**src/pkg/bbr_pkg.sv**
```systemverilog
package bbr_pkg;

  // Region base addresses
  localparam logic [31:0] BBR_SRAM_BAND_BASE = 32'h2000_0000;
  localparam logic [31:0] BBR_SRAM_ALIAS_BASE = 32'h2200_0000;
  localparam logic [31:0] BBR_PERI_BAND_BASE = 32'h4000_0000;
  localparam logic [31:0] BBR_PERI_ALIAS_BASE = 32'h4200_0000;
  // 32 MB alias windows: upper 7 address bits select the window
  localparam int BBR_ALIAS_SEL_LSB = 25;
  // 1 MB band: 20 bits of byte offset
  localparam int BBR_BAND_OFS_W = 20;
  // Alias offset layout: bit number at [4:2], byte offset at [24:5]
  localparam int BBR_BITNUM_LSB = 2;
  localparam int BBR_BYTEOFS_LSB = 5;
  // Reset values and the alias read-one value
  localparam logic [31:0] BBR_ADDR_RST = 32'h0000_0000;
  localparam logic [31:0] BBR_DATA_RST = 32'h0000_0000;
  localparam logic [31:0] BBR_READ_ONE = 32'h0000_0001;

  typedef enum logic [1:0] {
    BBR_SIZE_BYTE,
    BBR_SIZE_HALF,
    BBR_SIZE_WORD
  } bbr_size_e;

  // Request from master, or toward memory
  typedef struct packed {
    logic valid;
    logic write;
    logic instr;
    bbr_size_e size;
    logic [31:0] addr;
    logic [31:0] wdata;
  } bbr_req_s;

  // Answer from memory, or toward master
  typedef struct packed {
    logic done;
    logic error;
    logic [31:0] rdata;
  } bbr_rsp_s;

endpackage

```
**src/rtl/bbr_lane_merge.sv**
```systemverilog
`timescale 1ns/1ps
`default_nettype none
// Byte lane shift and single-bit insert, registered output
module bbr_lane_merge
  import bbr_pkg::*;
(
  input wire logic core_clk_i,
  input wire logic nrst_i,
  input wire logic [31:0] word_i,
  input wire logic [1:0] byte_lane_i,
  input wire logic [2:0] bit_num_i,
  input wire logic bit_val_i,
  output logic [31:0] merged_o,
  output logic bit_o
);

  logic [4:0] pos;
  logic [31:0] next_merged;
  logic next_bit;
  logic [31:0] merged;
  logic bit_q;

  // Little-endian: lane n holds address byte n
  assign pos = {byte_lane_i, bit_num_i};

  // Insert one bit, keep every other bit intact
  always_comb begin
    next_merged = word_i;
    next_merged[pos] = bit_val_i;
    next_bit = word_i[pos];
  end

  always_ff @(posedge core_clk_i or negedge nrst_i) begin
    if (!nrst_i) begin
      merged <= BBR_DATA_RST;
      bit_q <= 1'b0;
    end else begin
      merged <= next_merged;
      bit_q <= next_bit;
    end
  end

  assign merged_o = merged;
  assign bit_o = bit_q;

endmodule
`default_nettype wire

```
**src/rtl/bbr_remapper.sv**
```systemverilog
`timescale 1ns/1ps
`default_nettype none
// Notes on behaviour
// RULE1: One alias word per band bit
// RULE2: SRAM alias maps to SRAM band
// RULE3: Peripheral alias maps to peripheral band
// RULE4: Remapped access keeps original size
// RULE5: Direct SRAM band passes unchanged
// RULE6: SRAM alias data remapped, fetch not
// RULE7: Direct peripheral band passes unchanged
// RULE8: Peripheral alias fetch not permitted
// RULE9: Alias offset is byte*32 plus bit*4
// RULE10: Alias address is base plus offset
// RULE11: Bit number 0-7 from address
// RULE12: Write bit 0 sets target bit
// RULE13: Upper write bits ignored
// RULE14: Alias read returns 0 or 1
// RULE15: Little-endian byte lanes
// RULE16: Peripheral accesses stay in order
// RULE17: Read-modify-write keeps bits, locked
// RULE18: Other addresses pass unmodified
module bbr_remapper
  import bbr_pkg::*;
(
  input wire logic core_clk_i,
  input wire logic nrst_i,
  input wire bbr_req_s cpu_req_i,
  output logic cpu_ready_o,
  output bbr_rsp_s cpu_rsp_o,
  output bbr_req_s mem_req_o,
  output logic mem_lock_o,
  input wire bbr_rsp_s mem_rsp_i
);

  typedef enum logic [2:0] {
    BBR_IDLE,
    BBR_PASS,
    BBR_RD,
    BBR_MERGE,
    BBR_WR,
    BBR_RESP
  } bbr_state_e;

  bbr_state_e state, next_state;
  bbr_req_s mreq, next_mreq;
  bbr_rsp_s crsp, next_crsp;
  logic ready, next_ready;
  logic lock, next_lock;
  logic alias_wr, next_alias_wr;
  logic [1:0] lane, next_lane;
  logic [2:0] bitn, next_bitn;
  logic wbit, next_wbit;

  logic [31:0] merged;
  logic cur_bit;

  // Decode of the incoming request
  logic in_sram_alias;
  logic in_peri_alias;
  logic [31:0] band_addr;

  // RULE2: SRAM alias window
  assign in_sram_alias = cpu_req_i.addr[31:BBR_ALIAS_SEL_LSB] ==
                         BBR_SRAM_ALIAS_BASE[31:BBR_ALIAS_SEL_LSB];
  // RULE3: Peripheral alias window
  assign in_peri_alias = cpu_req_i.addr[31:BBR_ALIAS_SEL_LSB] ==
                         BBR_PERI_ALIAS_BASE[31:BBR_ALIAS_SEL_LSB];

  // Inverse of offset = byte*32 + bit*4, base added back on band side
  always_comb begin
    band_addr = in_peri_alias ? BBR_PERI_BAND_BASE : BBR_SRAM_BAND_BASE;
    // RULE9: byte offset from alias bits
    // RULE10: base plus computed offset
    // RULE1: one bit per alias word
    band_addr[BBR_BAND_OFS_W-1:0] =
      cpu_req_i.addr[BBR_BYTEOFS_LSB+BBR_BAND_OFS_W-1:BBR_BYTEOFS_LSB];
  end

  // Shared bit insert and extract
  bbr_lane_merge u_merge (
    .core_clk_i(core_clk_i),
    .nrst_i(nrst_i),
    .word_i(mem_rsp_i.rdata),
    .byte_lane_i(lane),
    .bit_num_i(bitn),
    .bit_val_i(wbit),
    .merged_o(merged),
    .bit_o(cur_bit)
  );

  // Sequencer; one access in flight keeps device order intact
  always_comb begin
    next_state = state;
    next_mreq = mreq;
    next_crsp = crsp;
    next_ready = ready;
    next_lock = lock;
    next_alias_wr = alias_wr;
    next_lane = lane;
    next_bitn = bitn;
    next_wbit = wbit;
    next_crsp.done = 1'b0;
    case (state)
      BBR_IDLE: begin
        next_ready = 1'b1;
        if (cpu_req_i.valid && ready) begin
          next_ready = 1'b0;
          next_mreq = cpu_req_i;
          // RULE16: strictly serial issue
          if (in_peri_alias && cpu_req_i.instr) begin
            // RULE8: fetch from peripheral alias refused
            next_crsp.error = 1'b1;
            next_crsp.rdata = BBR_DATA_RST;
            next_mreq.valid = 1'b0;
            next_state = BBR_RESP;
          end else if ((in_sram_alias && !cpu_req_i.instr) ||
                       in_peri_alias) begin
            // RULE6: data accesses remapped
            // RULE4: size kept as issued
            next_mreq.addr = band_addr;
            next_mreq.write = 1'b0;
            // RULE11: bit number from address
            next_bitn = cpu_req_i.addr[BBR_BITNUM_LSB+2:BBR_BITNUM_LSB];
            // RULE15: lane from low address bits
            next_lane = band_addr[1:0];
            // RULE12: only bit 0 matters
            // RULE13: bits 31:1 dropped
            next_wbit = cpu_req_i.wdata[0];
            next_alias_wr = cpu_req_i.write;
            // RULE17: bus held for the whole sequence
            next_lock = 1'b1;
            next_state = BBR_RD;
          end else begin
            // RULE5: direct SRAM band unchanged
            // RULE7: direct peripheral band unchanged
            // RULE18: everything else passes as is
            next_state = BBR_PASS;
          end
        end
      end
      BBR_PASS: begin
        if (mem_rsp_i.done) begin
          next_mreq.valid = 1'b0;
          // Copy error and data only; done comes from RESP so it pulses once
          next_crsp.error = mem_rsp_i.error;
          next_crsp.rdata = mem_rsp_i.rdata;
          next_state = BBR_RESP;
        end
      end
      BBR_RD: begin
        if (mem_rsp_i.done) begin
          next_mreq.valid = 1'b0;
          next_crsp.error = mem_rsp_i.error;
          next_state = mem_rsp_i.error ? BBR_RESP : BBR_MERGE;
          if (mem_rsp_i.error) begin
            next_lock = 1'b0;
          end
        end
      end
      BBR_MERGE: begin
        if (alias_wr) begin
          // RULE17: other bits written back as read
          next_mreq.valid = 1'b1;
          next_mreq.write = 1'b1;
          next_mreq.wdata = merged;
          next_state = BBR_WR;
        end else begin
          // RULE14: read returns 0 or 1
          next_crsp.rdata = cur_bit ? BBR_READ_ONE : BBR_DATA_RST;
          next_lock = 1'b0;
          next_state = BBR_RESP;
        end
      end
      BBR_WR: begin
        if (mem_rsp_i.done) begin
          next_mreq.valid = 1'b0;
          next_crsp.error = mem_rsp_i.error;
          next_crsp.rdata = BBR_DATA_RST;
          next_lock = 1'b0;
          next_state = BBR_RESP;
        end
      end
      BBR_RESP: begin
        next_crsp.done = 1'b1;
        next_state = BBR_IDLE;
      end
      default: begin
        next_state = BBR_IDLE;
      end
    endcase
  end

  always_ff @(posedge core_clk_i or negedge nrst_i) begin
    if (!nrst_i) begin
      state <= BBR_IDLE;
      mreq <= '0;
      crsp <= '0;
      ready <= 1'b0;
      lock <= 1'b0;
      alias_wr <= 1'b0;
      lane <= 2'h0;
      bitn <= 3'h0;
      wbit <= 1'b0;
    end else begin
      state <= next_state;
      mreq <= next_mreq;
      crsp <= next_crsp;
      ready <= next_ready;
      lock <= next_lock;
      alias_wr <= next_alias_wr;
      lane <= next_lane;
      bitn <= next_bitn;
      wbit <= next_wbit;
    end
  end

  assign cpu_ready_o = ready;
  assign cpu_rsp_o = crsp;
  assign mem_req_o = mreq;
  assign mem_lock_o = lock;

endmodule
`default_nettype wire

```
**config.mk**
```make
export PLATFORM = sky130hd
export DESIGN_NAME = bbr_remapper
export DESIGN_NICKNAME = d
export VERILOG_FILES = /design/src/pkg/bbr_pkg.sv /design/src/rtl/bbr_lane_merge.sv /design/src/rtl/bbr_remapper.sv
export SDC_FILE = /design/constraint.sdc
export NUM_CORES = 1
export LEC_CHECK = 0
export BUFFER_PORTS_ARGS = -buffer_cell sky130_fd_sc_hd__buf_2
export CELL_PAD_IN_SITES_DETAIL_PLACEMENT = 0
export CELL_PAD_IN_SITES_GLOBAL_PLACEMENT = 1
export CORE_MARGIN = 4
export CORE_UTILIZATION = 42
export DETAILED_ROUTE_END_ITERATION = 16
export GPL_ROUTABILITY_DRIVEN = 0
export GPL_TIMING_DRIVEN = 0
export HOLD_SLACK_MARGIN = 0.02
export PLACE_DENSITY = 0.95
export SETUP_SLACK_MARGIN = 0.3
export SYNTH_ARGS = -nofsm -noshare
export SYNTH_HDL_FRONTEND = slang
export SYNTH_SLANG_ARGS = --single-unit
```
**constraint.sdc**
```tcl
create_clock -name core_clk_i -period 3.7 [get_ports core_clk_i]
set_input_delay 0.74 -clock core_clk_i [delete_from_list [all_inputs] [get_ports core_clk_i]]
set_output_delay 0.74 -clock core_clk_i [all_outputs]
set_load 0.05 [all_outputs]
```
==> flow_summary.json, run 1 <==
{
  "cp_slowest_cell": "nor3_1",
  "stdcell_count": 1107,
  "ys_seq_area_share_pct": 54.56,
  "p_leak_nw": 4.284,
  "ctsHoldBuffers": 0,
  "required_ns": 4.06,
  "grt_pass1_vias": 5696,
  "grt_remaining_overflow": 0,
  "cpPeakStageDelay_ns": 0.75,
  "syn_inst": 650,
  "crit_path_start_kind": "primary input",
  "crit_start": "mem_rsp_i[33]",
  "worstMarginPinSlew_ns": 0.9439,
  "first_pass_iters": 5,
  "die_y_um": 135.1,
  "cts.repair.resized": 0,
  "power_w": 0.007926,
  "cpMostUsedCell": "clkbuf_1",
  "initial_core_util_pct": 42.73,
  "relSlewSlack_pct": 36.59,
  "drc": 0,
  "reg2reg_depth": 7,
  "syn-cell-area_um2": 6788,
  "rows": 46,
  "synthTopCellsByArea": "dfrtp_1, nand2_1, mux2_2",
  "finalCritPeriodShare_pct": 64.79,
  "rsz0062_at_grt": "no",
  "path_class": "primary input to flop",
  "num-nets-final": 983,
  "final-setup-viol-count": 0,
  "grt_max_degree": 81,
  "detail_route.iter0.violations": 431,
  "root_buffer": "clkbuf_16",
  "hpwl_um": 15270,
  "ys_types": 45,
  "antenna_found_initial": 0,
  "cp_cell_sequence": "clkbuf_1 -> nand2b_1 -> nor3_1 -> clkbuf_1 -> a22o_1",
  "clkTransAtPathRegs_ns": 0.06,
  "yosys.area.top_type_share_pct": 54.56,
  "numCtsBuffers": 17,
  "synth_area_leader_cell": "dfrtp_1",
  "dp_cells": 1075,
  "die_area_um2": 18260,
  "avgSynthCellArea_um2": 10.44,
  "antenna_cells": 0,
  "power_density_nw_per_um2": 904.5,
  "drive_above_1_share_pct": 33.78,
  "synthFlopType": "dfrtp_1",
  "reg2reg_slack_ns": 1.34,
  "multiInputGateArea_um2": 2870,
  "fill_cells": 1487,
  "synth_edf_count": 0,
  "io_buffer_count": 208,
  "r2r_start": "state[1]",
  "ys_warn_count": 0,
  "crit_arrival_ns": 2.76,
  "hold_ws_ns": 0.3234,
  "cts.path.max_buffers": 2,
  "grt_pass1_wl_um": 31310,
  "syn_nets": 755,
  "antenna_left": 0,
  "io_pins": 210,
  "cts_sinks": 148,
  "path_max_fanout": 10,
  "vias": 5875,
  "routed_wl_um": 20220,
  "die_w_um": 135.1,
  "hold_viol_final": 0,
  "ir_worst_vdd_mv": 0.5450,
  "avgRoutedWirePerCell_um": 18.27,
  "viasPerCell": 5.307,
  "seq_area_um2": 3704,
  "ys_ff_latch": 148,
  "grtUsageTotal_pct": 22.08,
  "syn2layout_area_growth_pct": 29.11,
  "status": "completed",
  "fin_worst_skew_ns": 0.007355,
  "synthArstFlopShare_pct": 100.0,
  "postCtsSetupBuffers": 0,
  "post-route-min-period_ns": 2.397,
  "cts_tree": "built",
  "cp-end-kind": "flop",
  "drv_slew": 0,
  "cap_violations": 0,
  "worstSkewPairLatency_ns": 0.42,
  "post-route-util_pct": 55.17,
  "fin_tns_setup_ns": 0,
  "min_path_type": "primary input to async pin",
  "rr_endpoint": "mem_req_o[1]",
  "htree_levels": 4,
  "max_freq_mhz": 417.1,
  "coreArea_um2": 15890
}
[layout make-up]
class,instances,area share (%)
Multi-Input combinational cell,450,32.75
Inverter,3,0.1285
Sequential cell,148,42.26
Buffer,49,2.313
Tap cell,216,3.084
Clock buffer,20,5.326
Clock inverter,12,1.870
Timing Repair Buffer,209,12.26
[power by group]
part | leakage (nW) | internal, W | total [W] | switching, W
registers | 1.87 | 0.00216 | 0.00244 | 0.000280
clock network | 0.308 | 0.00113 | 0.00182 | 0.000695
logic | 2.10 | 0.000863 | 0.00366 | 0.00280
[how the worst max path moves through the flow]
stage	to	slack (ns)	cells after the start
2_1_floorplan	alias_wr	1.47	6
3_3_place_gp	cpu_rsp_o[29]	-0.25	1
3_5_place_dp	cpu_rsp_o[15]	0.90	5
4_1_cts	cpu_rsp_o[15]	1.34	5
5_1_grt	mem_req_o[23]	1.20	7
6_report	cpu_rsp_o[17]	1.30	5
[per-stage QoR]
stage               worst slack, ns  area (um^2)
detailed placement           0.9010         8133
CTS                           1.340         8763
floorplan                     1.470         6788
finish                        1.303         8763
global route                  1.200         8763
global placement            -0.2524         8099
[Yosys cell counts, types with 2 or more instances]
library cell,count
o22ai_1,2
clkbuf_1,39
o21ai_1,3
mux2_2,37
mux2_4,7
nand2b_1,6
nor2_1,26
nor3_1,14
a22o_1,33
nand2_1,112
a21oi_1,40
nand3b_1,3
o31a_1,3
mux2i_1,28
and3_1,34
mux4_2,3
dfrtp_1,148
o21a_1,2
a211oi_1,2
inv_1,3
or3_1,2
buf_1,2
nand3_1,5
buf_2,6
nor2b_1,7
nor3b_1,2
o21ai_0,61
o211ai_1,3
[layout by cell type, fill, tap and decap left out, types with 5 or more instances in the layout]
cell / n
a21oi_1: 40
a22o_1: 33
and3_1: 34
buf_2: 213
clkbuf_1: 39
clkbuf_16: 17
dfrtp_1: 148
inv_6: 5
mux2_2: 37
mux2_4: 7
mux2i_1: 28
nand2_1: 112
nand2b_1: 6
nand3_1: 5
nor2_1: 26
nor2b_1: 7
nor3_1: 14
o21ai_0: 61
[registers in the layout (all words and copies together), names as in the netlist]
register / count
u_merge.bit_o: 1
bitn: 3
mem_req_o: 69
lane: 2
mem_lock_o: 1
cpu_ready_o: 1
cpu_rsp_o: 34
wbit: 1
state: 3
alias_wr: 1
u_merge.merged_o: 32
[cells by family after synthesis]
family	share of synthesized area, %
compound gates	14.19
xor+xnor	0.2581
simple gates	15.02
mux	12.81
buf+inv	3.152
flops	54.56
[per-layer routing]
metal	vias up	wire length [um]	share of wire, %	global-route usage (%)
met5	-	0	0	0
met4	0	352	1.7	6.215
met3	30	1450	7.2	5.328
met2	222	9703	48	35.32
met1	2871	8714	43	30.21
li1	2752	-	-	-
[critical path, delay by kind of cell]
| family | cells | cell delay (ns) |
|---|---|---|
| AO/OA/AOI/OAI | 1 | 0.24 |
| AND/OR/NAND/NOR | 2 | 0.93 |
| buffers and inverters | 2 | 0.83 |
No activity file was read; power rests on OpenSTA's default activity.
==> run 2, diff against run 1 <==
--- a/config.mk
+++ b/config.mk
@@ -9,12 +9,12 @@
 export CELL_PAD_IN_SITES_DETAIL_PLACEMENT = 0
 export CELL_PAD_IN_SITES_GLOBAL_PLACEMENT = 1
 export CORE_MARGIN = 4
-export CORE_UTILIZATION = 42
+export CORE_UTILIZATION = 35
 export DETAILED_ROUTE_END_ITERATION = 16
 export GPL_ROUTABILITY_DRIVEN = 0
 export GPL_TIMING_DRIVEN = 0
 export HOLD_SLACK_MARGIN = 0.02
-export PLACE_DENSITY = 0.95
+export PLACE_DENSITY = 0.88
 export SETUP_SLACK_MARGIN = 0.3
 export SYNTH_ARGS = -nofsm -noshare
 export SYNTH_HDL_FRONTEND = slang
==> constraint.sdc (replaced) <==
create_clock -name core_clk_i -period 2.2 [get_ports core_clk_i]
set_input_delay 0.44 -clock core_clk_i [delete_from_list [all_inputs] [get_ports core_clk_i]]
set_output_delay 0.44 -clock core_clk_i [all_outputs]
set_load 0.05 [all_outputs]
==> run 2 against run 1 <==
  * Final cell count is 4.2% higher
  * Global-route usage is 2.6 points lower
  * Worst hold slack worse by 0.29 ns
  * Setup slack worse by 0.92 ns
  * Clock-buffer cell count stayed put
  * Largest power group unchanged
  * Routed wire length is 4.8% higher
  * Critical path type is now flop to flop
  * Power is 68% higher
  * Clock skew is 0.0028 ns higher
==> flow_summary.json, run 2 (synthesized netlist as in run 1, its figures left out) <==
{
  "required_ns": 2.53,
  "cts.path.max_buffers": 2,
  "grt_pass1_vias": 5894,
  "cp_slowest_cell": "or3_4",
  "ir_worst_vdd_mv": 0.8439,
  "vias": 5851,
  "crit_path_start_kind": "flop",
  "p_int_w": 0.006907,
  "routed_wl_um": 21180,
  "final-setup-viol-count": 0,
  "cap_violations": 0,
  "hpwl_um": 16020,
  "fin_tns_setup_ns": 0,
  "cp.buffers_inverters": 2,
  "cts_sinks": 148,
  "die_y_um": 147.3,
  "crit_arrival_ns": 2.15,
  "grt_max_degree": 76,
  "power_w": 0.01335,
  "finalCritPeriodShare_pct": 82.69,
  "root_buffer": "clkbuf_16",
  "r2r_start": "state[1]",
  "avgRoutedWirePerCell_um": 18.37,
  "fin_worst_skew_ns": 0.01011,
  "final_area_um2": 8951,
  "antenna_found_initial": 0,
  "rr_endpoint": "mem_req_o[24]",
  "worstMarginPinSlew_ns": 0.6971,
  "min_path_type": "primary input to async pin",
  "final_cell_mix": "buf_2, dfrtp_1, nand2_1",
  "drc": 0,
  "htree_levels": 4,
  "detail_route.iter0.violations": 301,
  "dp_cells": 1119,
  "final_common_cell": "buf_2",
  "pwr-share-seq_pct": 30.9,
  "grtUsageTotal_pct": 19.46,
  "antenna_left": 0,
  "dpl_cell_area_um2": 8204,
  "coreArea_um2": 18890,
  "relSlewSlack_pct": 53.52,
  "syn2layout_area_growth_pct": 31.87,
  "p_clk_share_pct": 21.9,
  "drive_above_1_share_pct": 37.63,
  "post-route-util_pct": 47.38,
  "cts_tree": "built",
  "p_leak_nw": 4.345,
  "path_max_fanout": 10,
  "switchingPower_w": 0.006445,
  "antenna_cells": 0,
  "drv_slew": 0,
  "power_frac_comb_pct": 47.2,
  "ctsHoldBuffers": 0,
  "reg2reg_depth": 6,
  "rsz0062_at_grt": "yes",
  "grt_pass1_wl_um": 33020,
  "largest_reg_flops": 69,
  "viasPerCell": 5.075,
  "io_buffer_count": 208,
  "path_class": "flop to flop",
  "status": "completed",
  "die_area_um2": 21690,
  "cp_cell_sequence": "or3_4 -> nor2_4 -> a21oi_2 -> buf_4 -> clkbuf_2 -> o21ai_0",
  "crit_family": "simple AND/OR/NAND/NOR gates",
  "hold_viol_final": 0,
  "reg2reg_slack_ns": 0.38,
  "cpPeakStageDelay_ns": 0.45,
  "num-nets-final": 985,
  "initial_core_util_pct": 35.93,
  "cp-end-kind": "flop",
  "first_pass_iters": 5,
  "grt_remaining_overflow": 0,
  "die_w_um": 147.3,
  "io_pins": 210,
  "worstSkewPairLatency_ns": 0.42,
  "fill_cells": 1819,
  "p_sw_share_pct": 48.27,
  "stdcell_count": 1153,
  "post-route-min-period_ns": 1.819,
  "max_freq_mhz": 549.7,
  "power_density_nw_per_um2": 1492,
  "clkTransAtPathRegs_ns": 0.07,
  "rows": 50,
  "numCtsBuffers": 17
}
[run 2: cell types whose count changed in the layout (fill, tap and decap cells not counted), moves of 3 or more]
cell	before	now
clkbuf_2	0	18
clkbuf_1	39	23
buf_4	1	6
buf_2	213	209
nor3_1	14	11
[run 2: area by class of cell]
cell class                 instances  area [um^2]  share of cell area [%]
buffer                            49        250.2                   2.796
clock inverter                    12        145.1                   1.621
tap                              260        325.3                   3.634
clock buffer                      20        446.7                   4.990
timing repair buffer             211         1102                   12.31
sequential                       148         3704                   41.38
multi-input combinational        450         2967                   33.14
inverter                           3        11.26                  0.1258
[run 2: what timing repair did]
item	4_1_cts	5_1_grt
setup endpoints to repair	112	100
setup buffers	1	1
cloned	0	0
endpoints found under the hold margin	0	0
pin swaps	1	1
gates resized for setup	24	31
[run 2: layer usage]
metal,GRT usage [%],share of wire [%],routed length [um],up-vias
li1,-,-,-,2759
met5,0,0,0,-
met4,5.918,2.3,477,0
met2,30.92,46,9812,237
met3,5.429,7.3,1539,25
met1,26.05,44,9351,2830
[run 2: power groups by stage]
stage | sequential (W) | combinational (W) | clock (W)
detailed placement | 0.00415 | 0.00622 | 0
CTS | 0.00412 | 0.00625 | 0.00298
global placement | 0.00414 | 0.00613 | 0
global route | 0.00425 | 0.00670 | 0.00310
finish | 0.00412 | 0.00630 | 0.00293
floorplan | 0.00710 | 0.00154 | 0
[run 2: worst max path at each step]
| stage | from | endpoint | depth (start not counted) |
|---|---|---|---|
| 2_1_floorplan | cpu_req_i[59] | alias_wr | 6 |
| 3_3_place_gp | nrst_i | mem_req_o[56] | 1 |
| 3_5_place_dp | state[2] | mem_req_o[25] | 7 |
| 4_1_cts | state[0] | mem_req_o[20] | 6 |
| 5_1_grt | state[1] | mem_req_o[0] | 7 |
| 6_report | state[1] | mem_req_o[24] | 6 |
[run 2: worst reg2reg max path, stage by stage (launching register included)]
cell	delay, ns
dfrtp_1	0.43
or3_4	0.45
nor2_4	0.14
a21oi_2	0.06
buf_4	0.21
clkbuf_2	0.22
o21ai_0	0.23
[run 2: metrics by stage]
step	setup slack, ns	hold slack (ns)
finish	0.3809	0.02973
CTS	0.2788	0.05771
floorplan	0.2842	0.1444
global placement	-1.499	0.4564
detailed placement	-0.3101	0.4580
global route	0.2399	0.09514
==> run 3, diff against run 2 <==
==> constraint.sdc (replaced) <==
create_clock -name core_clk_i -period 1.65 [get_ports core_clk_i]
set_input_delay 0.33 -clock core_clk_i [delete_from_list [all_inputs] [get_ports core_clk_i]]
set_output_delay 0.33 -clock core_clk_i [all_outputs]
set_load 0.05 [all_outputs]
==> run 3 against run 2 <==
  * Design area is 34% higher
  * Power is 68% higher
  * Largest cell class is now multi-input combinational cells
  * Critical path type unchanged
  * Critical path depth stayed put
  * Flip-flop and latch count stayed put
  * The run now ends with negative hold slack, negative setup slack left
==> flow_summary.json, run 3 (synthesized netlist as in run 1, its figures left out) <==
{
  "die_y_um": 147.3,
  "rsz0062_at_grt": "yes",
  "antenna_found_initial": 2,
  "stdcell_count": 1251,
  "final_cell_mix": "dfrtp_1, buf_6, buf_2",
  "rr_endpoint": "cpu_rsp_o[14]",
  "syn2layout_area_growth_pct": 76.88,
  "cts_sinks": 148,
  "crit_path_start_kind": "flop",
  "drive_above_1_share_pct": 60.30,
  "worstSkewPairLatency_ns": 0.43,
  "htree_levels": 4,
  "cp-end-kind": "flop",
  "die_area_um2": 21690,
  "fin_worst_skew_ns": 0.01458,
  "viasPerCell": 5.331,
  "finalCritPeriodShare_pct": 105.6,
  "grtUsageTotal_pct": 22.30,
  "place_ws_ns": -0.6003,
  "num-nets-final": 1082,
  "ir_worst_vdd_mv": 1.393,
  "vias": 6669,
  "dp_cells": 1119,
  "violations": "negative hold slack, negative setup slack",
  "largest_reg_flops": 69,
  "p_leak_nw": 5.634,
  "min_path_type": "primary input to async pin",
  "r2r_start": "state[2]",
  "io_buffer_count": 208,
  "initial_core_util_pct": 35.93,
  "power_density_nw_per_um2": 1870,
  "crit_arrival_ns": 2.06,
  "setup_ws_ns": -0.09225,
  "cpPeakStageDelay_ns": 0.45,
  "root_buffer": "clkbuf_16",
  "clkTransAtPathRegs_ns": 0.06,
  "reg2reg_slack_ns": -0.09,
  "grt_pass1_vias": 6685,
  "post-route-util_pct": 63.55,
  "post-route-min-period_ns": 1.742,
  "coreArea_um2": 18890,
  "hpwl_um": 16190,
  "relSlewSlack_pct": 55.96,
  "grt_remaining_overflow": 0,
  "cp_cell_sequence": "nand2b_4 -> or3_4 -> o21ai_2 -> o21ai_4 -> buf_6 -> a22o_1",
  "grt_pass1_wl_um": 37720,
  "rows": 50,
  "hold_ws_ns": -0.1081,
  "cap_violations": 0,
  "cp_slowest_cell": "dfrtp_2",
  "path_class": "flop to flop",
  "worstMarginPinSlew_ns": 0.6606,
  "max_freq_mhz": 574.0,
  "final-setup-viol-count": 75,
  "die_w_um": 147.3,
  "hold_viol_final": 66,
  "io_pins": 210,
  "drc": 0,
  "antenna_left": 0,
  "avgRoutedWirePerCell_um": 21.32,
  "path_max_fanout": 10,
  "numCtsBuffers": 17,
  "grt_max_degree": 83,
  "final_common_cell": "dfrtp_1",
  "drv_slew": 0,
  "required_ns": 1.97,
  "status": "finished with violations",
  "cts_tree": "built",
  "first_pass_iters": 5,
  "reg2reg_depth": 6,
  "cts.path.max_buffers": 2,
  "routed_wl_um": 26670,
  "detail_route.iter0.violations": 428
}
[run 3: cell types whose count changed in the layout (fill, tap and decap cells not counted), sizes merged]
cell / before / now
clkinv: 4 / 5
clkbuf: 59 / 51
buf: 221 / 325
diode: 0 / 1
nand2: 113 / 114
bufinv: 2 / 3
clkinvlp: 1 / 3
inv: 8 / 4
[run 3: worst max-delay path by stage]
| stage | startpoint | endpoint | slack (ns) | cells past startpoint |
|---|---|---|---|---|
| final | state[2] | cpu_rsp_o[14] | -0.09 | 6 |
| after global routing | state[2] | cpu_rsp_o[5] | -0.15 | 7 |
| after detailed placement | cpu_req_i[59] | cpu_rsp_o[29] | -0.60 | 7 |
| after CTS | state[1] | mem_req_o[0] | -0.08 | 8 |
| after floorplan | cpu_req_i[59] | alias_wr | -0.16 | 6 |
| after global placement | nrst_i | cpu_ready_o | -2.27 | 1 |
[run 3: power by group]
| part | switching, W | internal (W) | leakage [nW] | total, W |
|---|---|---|---|---|
| sequential | 0.00101 | 0.00486 | 1.87 | 0.00587 |
| clock | 0.00162 | 0.00242 | 0.286 | 0.00404 |
| combinational | 0.00741 | 0.00513 | 3.48 | 0.0125 |
[run 3: metal layers]
layer / vias to the layer above / global-route usage (%) / share of wire (%)
met3: 58 / 6.848 / 9.0
met5: - / 0 / 0.086
met2: 343 / 36.80 / 50
met1: 3305 / 27.87 / 39
met4: 4 / 7.735 / 2.2
li1: 2959 / - / -
[run 3: critical path: cells and delay by family, from the launching register on]
kind,cells,cell delay (ns)
and+or+nand+nor,2,0.52
DFF,1,0.45
AOI/OAI and AO/OA,3,0.45
buffers and inverters,1,0.19
[run 3: area by class of cell]
class	count	area, um^2
inverter	3	11.26
clock buffer	20	446.7
sequential	148	3709
multi-input combinational	451	3949
buffer	49	599.3
timing repair buffer	307	2810
antenna	1	2.502
fill	1387	6887
clock inverter	12	153.9
tap	260	325.3
[run 3: through the flow]
step | area, um^2 | total power [W] | setup TNS (ns)
CTS | 10400 | 0.01920 | -2.909
detailed placement | 8447 | 0.01399 | -45.19
finish | 12010 | 0.02245 | -3.928
global route | 12000 | 0.02333 | -8.118
global placement | 8413 | 0.01387 | -337.23
floorplan | 7047 | 0.01169 | -5.749
[run 3: timing repair]
action,in CTS,in global routing
gates cloned,7,8
buffers inserted,43,41
endpoints found under the hold margin,66,66
pin swaps,36,80
resized for setup,264,475
setup endpoints to repair,251,251
